`config.mk`:
```
export PLATFORM = sky130hd
export DESIGN_NAME = tmrps_timer
export DESIGN_NICKNAME = d
export VERILOG_FILES = /design/src/tmrps_pkg.sv /design/src/tmrps_edge_sync.sv /design/src/tmrps_timer.sv
export SDC_FILE = /design/constraint.sdc
export NUM_CORES = 1
export LEC_CHECK = 0
export ABC_AREA = 1
export BUFFER_PORTS_ARGS = -buffer_cell sky130_fd_sc_hd__buf_2
export CAP_MARGIN = 20
export CORE_ASPECT_RATIO = 1.5
export CORE_UTILIZATION = 33
export CTS_BUF_LIST = sky130_fd_sc_hd__clkbuf_4 sky130_fd_sc_hd__clkbuf_8
export CTS_CLUSTER_DIAMETER = 50
export DETAILED_ROUTE_END_ITERATION = 16
export PLACE_DENSITY = 0.6
export SYNTH_ARGS = -nofsm -noshare
export SYNTH_HDL_FRONTEND = slang
export SYNTH_SLANG_ARGS = --single-unit
```
`constraint.sdc`:
```
create_clock -name core_clk_in -period 3.3 [get_ports core_clk_in]
set_clock_uncertainty 0.1 [all_clocks]
set_input_delay 0.33 -clock core_clk_in [delete_from_list [all_inputs] [get_ports core_clk_in]]
set_output_delay 0.33 -clock core_clk_in [all_outputs]
set_load 0.02 [all_outputs]
```
`src/tmrps_pkg.sv`:
```
// Constants, types and the config field layout for the timer block.
// Assumes one clock, the instruction-cycle clock, and a synchronous high reset.
//
// What this block does
// RULE1: Eight-bit count register, read and written by the core as a data file.
// RULE2: Source select zero counts every instruction cycle, undivided without prescaler.
// RULE3: A count write holds counting for the next two cycles, then resumes.
// RULE4: Source select one counts edges of the external count pin.
// RULE5: Edge select zero counts rising pin edges, one counts falling edges.
// RULE6: Prescaler serves either the counter or the watchdog, never both.
// RULE7: Assignment bit zero gives prescaler to counter, one to watchdog.
// RULE8: Prescaler count has no read or write path for software.
// RULE9: Counter prescale ratios run in powers of two, 1:2 to 1:256.
// RULE10: Every reset sets all six configuration bits to one.
// RULE11: With prescaler on the counter, a count write clears the prescaler.
// RULE12: Any reset clears the prescaler count to zero.
// RULE13: External pin is sampled twice per cycle path before it advances anything.
// RULE14: Assignment and ratio bits occupy the low four configuration bits.
// RULE15: Counter ratio is two to the power of field plus one.
// RULE16: Count wraps from maximum to zero and keeps counting.
`default_nettype none

package tmrps_pkg;

  localparam int unsigned CNT_W       = 8;
  localparam int unsigned PSC_W       = 8;
  localparam int unsigned ADDR_W      = 5;
  localparam int unsigned CFG_W       = 6;
  localparam int unsigned RATIO_W     = 3;

  localparam logic [ADDR_W-1:0] TIMER_COUNT_ADDR = 5'h01;
  localparam logic [CFG_W-1:0]  TIMER_CONFIG_RST = 6'h3f; // RULE10
  localparam logic [CNT_W-1:0]  TIMER_COUNT_RST  = 8'h00;
  localparam logic [PSC_W-1:0]  PSC_RST          = 8'h00; // RULE12

  // Cycles of write hold after a count write
  localparam logic [1:0] WRITE_HOLD_CYCLES = 2'h2;

  // Field layout, low four bits hold assignment and ratio
  typedef struct packed {
    logic                 clock_source_select;  // bit 5
    logic                 count_edge_select;    // bit 4
    logic                 prescaler_assignment; // bit 3
    logic [RATIO_W-1:0]   prescale_ratio;       // bits 2:0
  } tmrps_config_t; // RULE14

  // One access from the core to the data file
  typedef struct packed {
    logic                 wr;
    logic                 rd;
    logic [ADDR_W-1:0]    addr;
    logic [CNT_W-1:0]     wdata;
  } tmrps_file_req_t;

  typedef enum logic [1:0] {
    TMRPS_RUN,
    TMRPS_HOLD1,
    TMRPS_HOLD2
  } tmrps_state_t;

endpackage : tmrps_pkg

`default_nettype wire

```
`src/tmrps_edge_sync.sv`:
```
// Edge detector for the external count pin.
// Assumes the pin is asynchronous to core_clk_in.
`default_nettype none
`timescale 1ns/1ps

module tmrps_edge_sync
  import tmrps_pkg::*;
(
  input  wire logic core_clk_in,
  input  wire logic sys_rst_in,
  input  wire logic pin_in,
  input  wire logic falling_in,
  output logic      edge_out
);

  logic meta_q;
  logic sync_q;
  logic last_q;

  // First stage feeds only the second
  always_ff @(posedge core_clk_in) begin
    if (sys_rst_in) begin
      meta_q <= 1'b0;
      sync_q <= 1'b0;
      last_q <= 1'b0;
    end else begin
      meta_q <= pin_in; // RULE13
      sync_q <= meta_q; // RULE13
      last_q <= sync_q;
    end
  end

  always_ff @(posedge core_clk_in) begin
    if (sys_rst_in) begin
      edge_out <= 1'b0;
    end else if (falling_in) begin
      edge_out <= last_q & ~sync_q; // RULE5
    end else begin
      edge_out <= ~last_q & sync_q; // RULE5
    end
  end

endmodule : tmrps_edge_sync

`default_nettype wire

```
`src/tmrps_timer.sv`:
```
// Timer/counter with shared prescaler, seen by the core as one data file.
// Assumes core_clk_in is the instruction-cycle clock and the watchdog lies outside.
`default_nettype none
`timescale 1ns/1ps

module tmrps_timer
  import tmrps_pkg::*;
#(
  parameter int unsigned CW = CNT_W,
  parameter int unsigned PW = PSC_W
)(
  input  wire logic              core_clk_in,
  input  wire logic              sys_rst_in,
  input  wire logic              file_wr_in,
  input  wire logic              file_rd_in,
  input  wire logic [ADDR_W-1:0] file_addr_in,
  input  wire logic [CW-1:0]     file_wdata_in,
  input  wire logic              config_wr_in,
  input  wire logic [CFG_W-1:0]  config_wdata_in,
  input  wire logic              external_count_pin_in,
  input  wire logic              watchdog_tick_in,
  input  wire logic              watchdog_clear_in,
  output logic [CW-1:0]          file_rdata_out,
  output logic                   file_rd_hit_out,
  output logic [CW-1:0]          timer_count_out,
  output logic                   timer_wrap_out,
  output logic                   watchdog_tick_out,
  output logic                   prescaler_on_watchdog_out
);

  tmrps_file_req_t req;
  tmrps_config_t   cfg_q;
  tmrps_state_t    state_q;
  logic [CW-1:0]   count_q;
  logic [PW-1:0]   psc_q;
  logic            pin_edge;
  logic            count_wr;
  logic            base_tick;
  logic            psc_tick;
  logic            psc_out;
  logic            count_tick;
  logic            wdt_psc_out;
  logic [PW-1:0]   psc_mask;
  logic [PW-1:0]   wdt_mask;

  assign req.wr    = file_wr_in;
  assign req.rd    = file_rd_in;
  assign req.addr  = file_addr_in;
  assign req.wdata = file_wdata_in;

  assign count_wr = req.wr && (req.addr == TIMER_COUNT_ADDR); // RULE1

  tmrps_edge_sync u_edge (
    .core_clk_in (core_clk_in),
    .sys_rst_in  (sys_rst_in),
    .pin_in      (external_count_pin_in),
    .falling_in  (cfg_q.count_edge_select),
    .edge_out    (pin_edge)
  );

  // Configuration is write-only, no read path exists
  always_ff @(posedge core_clk_in) begin
    if (sys_rst_in) begin
      cfg_q <= tmrps_config_t'(TIMER_CONFIG_RST); // RULE10
    end else if (config_wr_in) begin
      cfg_q <= tmrps_config_t'(config_wdata_in);
    end
  end

  // Source of counter events before any division
  always_comb begin
    if (cfg_q.clock_source_select) begin
      base_tick = pin_edge; // RULE4
    end else begin
      base_tick = 1'b1; // RULE2
    end
  end

  // Prescaler advances on counter events or watchdog ticks, by owner
  assign psc_tick = cfg_q.prescaler_assignment ? watchdog_tick_in : base_tick; // RULE6

  // Counter ratio 2^(n+1): low n+1 bits all ones at the tick
  always_comb begin
    psc_mask = '0;
    wdt_mask = '0;
    for (int i = 0; i < PW; i++) begin
      if (i <= int'(cfg_q.prescale_ratio)) begin
        psc_mask[i] = 1'b1; // RULE15
      end
      if (i < int'(cfg_q.prescale_ratio)) begin
        wdt_mask[i] = 1'b1;
      end
    end
  end

  assign psc_out     = psc_tick && ((psc_q & psc_mask) == psc_mask); // RULE9
  assign wdt_psc_out = psc_tick && ((psc_q & wdt_mask) == wdt_mask);

  // Hidden prescaler count, no file address decodes it
  always_ff @(posedge core_clk_in) begin
    if (sys_rst_in) begin
      psc_q <= PSC_RST; // RULE12
    end else if (count_wr && !cfg_q.prescaler_assignment) begin
      psc_q <= PSC_RST; // RULE11
    end else if (watchdog_clear_in && cfg_q.prescaler_assignment) begin
      psc_q <= PSC_RST;
    end else if (psc_tick) begin
      psc_q <= psc_q + PW'(1); // RULE8
    end
  end

  // Counter sees divided or undivided events by assignment bit
  assign count_tick = cfg_q.prescaler_assignment ? base_tick : psc_out; // RULE7

  // Write hold sequencing
  always_ff @(posedge core_clk_in) begin
    if (sys_rst_in) begin
      state_q <= TMRPS_RUN;
    end else if (count_wr) begin
      state_q <= TMRPS_HOLD1; // RULE3
    end else begin
      unique case (state_q)
        TMRPS_RUN:   state_q <= TMRPS_RUN;
        TMRPS_HOLD1: state_q <= TMRPS_HOLD2; // RULE3
        TMRPS_HOLD2: state_q <= TMRPS_RUN;
        default:     state_q <= TMRPS_RUN;
      endcase
    end
  end

  // Write wins over a count in the same cycle
  always_ff @(posedge core_clk_in) begin
    if (sys_rst_in) begin
      count_q <= CW'(TIMER_COUNT_RST);
    end else if (count_wr) begin
      count_q <= req.wdata; // RULE1
    end else if (count_tick && state_q == TMRPS_RUN) begin
      count_q <= count_q + CW'(1); // RULE16
    end
  end

  always_ff @(posedge core_clk_in) begin
    if (sys_rst_in) begin
      timer_wrap_out <= 1'b0;
    end else begin
      timer_wrap_out <= !count_wr && count_tick && state_q == TMRPS_RUN && (&count_q); // RULE16
    end
  end

  // Read data registered, one cycle after the read strobe
  always_ff @(posedge core_clk_in) begin
    if (sys_rst_in) begin
      file_rdata_out  <= '0;
      file_rd_hit_out <= 1'b0;
    end else begin
      file_rd_hit_out <= req.rd && (req.addr == TIMER_COUNT_ADDR);
      file_rdata_out  <= (req.rd && req.addr == TIMER_COUNT_ADDR) ? count_q : '0; // RULE1
    end
  end

  // Watchdog gets prescaled ticks only while it owns the prescaler
  always_ff @(posedge core_clk_in) begin
    if (sys_rst_in) begin
      watchdog_tick_out         <= 1'b0;
      prescaler_on_watchdog_out <= 1'b1;
      timer_count_out           <= '0;
    end else begin
      watchdog_tick_out         <= cfg_q.prescaler_assignment ? wdt_psc_out
                                                              : watchdog_tick_in; // RULE6
      prescaler_on_watchdog_out <= cfg_q.prescaler_assignment; // RULE7
      timer_count_out           <= count_q;
    end
  end

endmodule : tmrps_timer

`default_nettype wire

```
==> impl_metrics.env <==
export IMPL_status="complete, no violations"
export IMPL_cp_required_ps=3390
export IMPL_max_cap_violations=0
export IMPL_cp_cell_sequence="buf_2, nor3_2, nand3_1, inv_2, o21ai_0, a21oi_1, nor2_1"
export IMPL_finalHoldViolCount=0
export IMPL_synth_area_um2=2010
export IMPL_syn_inst=281
export IMPL_grt_pass1_wl_mm=7.69
export IMPL_ir_drop_mv=0.277
export IMPL_io_buffers=46
export IMPL_antenna_found_initial=0
export IMPL_max_stage_delay_ps=640
export IMPL_yosysTopAreaCell="dfxtp_1"
export IMPL_cts_root_buf="clkbuf_8"
export IMPL_dr_pass1_iters=4
export IMPL_place_hpwl_mm=3.29
export IMPL_die_h_um=97.6
export IMPL_antennaDiodeCount=0
export IMPL_numCtsBuffers=5
export IMPL_crit_fanout=24
export IMPL_drive_gt1_share_pct=19.4
export IMPL_setup_viol=0
export IMPL_finalPower_mw=1.06
export IMPL_area_growth_pct=17.2
export IMPL_p_leak_nw=1.22
export IMPL_globalRouteTotalUtil_pct=15.5
export IMPL_initial_core_util_pct=34.5
export IMPL_yosysWarnings=0
export IMPL_vias=1828
export IMPL_insertion_delay_ps=290
export IMPL_wl_per_cell_um=11.2
export IMPL_relSlewSlack_pct=40.7
export IMPL_clkTransAtPathRegs_ps=80
export IMPL_grt_overflow_total=0
export IMPL_worstMarginPinSlew_ps=887
export IMPL_synth_top_area_share_pct=47.8
export IMPL_async_flop_share_pct=0
export IMPL_slew_violations=0
export IMPL_syn_avg_cell_area_um2=7.16
export IMPL_cp_arrival_ps=1970
export IMPL_cts_buffer_depth=2
export IMPL_hold_buffers=0
export IMPL_die_w_um=65.8
export IMPL_final_cell_mix="nand2_1, dfxtp_1, buf_2, nor2_1, inv_1"
export IMPL_synth_edf_count=0
export IMPL_fin_setup_tns_ps=0
export IMPL_cts_tree="built"
export IMPL_drcViolationCount=0
export IMPL_htreeDepth=2
export IMPL_final_cell_area_um2=2360
export IMPL_grt_start_max_net_pins=25
export IMPL_routed_wirelength_mm=4.46
export IMPL_p_per_area_nw_per_um2=450
export IMPL_final_nets=356
export IMPL_mostFrequentLayoutCell="nand2_1"
export IMPL_synth_seq_cells=48
export IMPL_rsz0062_at_grt="no"
export IMPL_num_io_pins=47
export IMPL_gp_congestion=0.869
export IMPL_cts_sinks=48
export IMPL_antenna_left=0
export IMPL_synth_ff_type="dfxtp_1"
export IMPL_min_period_over_period_pct=57.1
export IMPL_cts_setup_buffers=0
export IMPL_first_global_vias=1804
export IMPL_ys_seq_area_share_pct=47.8
export IMPL_period_needed_ps=1880
export IMPL_worst_path_max_delay_cell="nand3_1"
export IMPL_die_area_um2=6420
export IMPL_hold_path_class="in -> reg"
export IMPL_holdWs_ps=138
export IMPL_drtIter0Drc=56
export IMPL_cp_start_kind="primary input"
export IMPL_cts_resized=0
export IMPL_worstSetupEndpointType="flop"
export IMPL_synth_area_leaders="dfxtp_1, nand2_1, nor2_1"
export IMPL_vias_per_cell=4.60
export IMPL_syn_nets=310
export IMPL_cp_top_family="simple AND/OR/NAND/NOR gates"
export IMPL_ys_types=25
export IMPL_core_area_um2=5830
export IMPL_critPathBufInv=2
export IMPL_dpl_cell_area_um2=2290
export IMPL_fmax_ghz=0.531
export IMPL_crit_type="in -> reg"
export IMPL_rows=34
-- cell type report --
type | instances | area, um^2
inverter | 37 | 139
tap | 72 | 90.1
timing repair buffer | 46 | 230
fill | 623 | 3470
sequential | 48 | 961
multi-input combinational | 189 | 868
clock buffer | 5 | 68.8
-- layer usage --
layer	global-route usage, %	vias to the layer above	part of all wire, %
met5	0	-	0
met4	6.69	0	2.1
met3	2.58	7	2.8
met2	27.9	29	54
met1	17.0	825	41
li1	-	967	-
-- Yosys cell counts, drive strengths merged (3+ instances only) --
| master | instances |
|---|---|
| nand2 | 69 |
| dfxtp | 48 |
| nor2 | 44 |
| inv | 37 |
| nand3 | 23 |
| a21oi | 21 |
| o21ai | 15 |
| buf | 5 |
| nand4 | 4 |
| nor3 | 3 |
| or2 | 3 |
-- where the power goes --
group	switching (mW)	internal [mW]
combinational	0.0832	0.0491
sequential	0.0178	0.604
clock	0.171	0.137
-- final timing paths --
kind         depth (start not counted)  slack (ps)       endpoint              from
min reg2reg                          2         300  u_edge.sync_q     u_edge.meta_q
max reg2reg                          7        1660     count_q[6]        count_q[0]
max                                  7        1420     count_q[6]   file_addr_in[1]
min                                  3         140     count_q[0]  file_wdata_in[0]
-- through the flow --
stage | setup slack (ps) | std cells | utilization [%]
floorplan | 1930 | 281 | -
global placement | 1160 | 392 | 39.3
detailed placement | 1090 | 392 | 39.3
CTS | 1420 | 397 | 40.4
global route | 1170 | 397 | 40.4
finish | 1420 | 397 | 40.4
-- kinds of logic after synthesis --
group / synth area share (%)
AOI/OAI and AO/OA: 9.45
buffers and inverters: 9.08
and+or+nand+nor: 31.6
adders and majority gates: 1.24
xor gates and xnor gates: 0.871
DFF: 47.8
-- flip-flops by register name, summed over array words and instances (netlist names) --
signal / count
count_q: 8
file_rdata_out: 8
psc_q: 8
timer_count_out: 8
cfg_q: 6
state_q: 2
file_rd_hit_out: 1
prescaler_on_watchdog_out: 1
timer_wrap_out: 1
u_edge.edge_out: 1
u_edge.last_q: 1
u_edge.meta_q: 1
u_edge.sync_q: 1
watchdog_tick_out: 1
-- tightest hold or removal path: cells and delay by family --
| family | cells | cell delay [ps] |
|---|---|---|
| simple gates | 2 | 90 |
| buf+inv | 1 | 80 |
No activity file was read; power rests on OpenSTA's default activity.
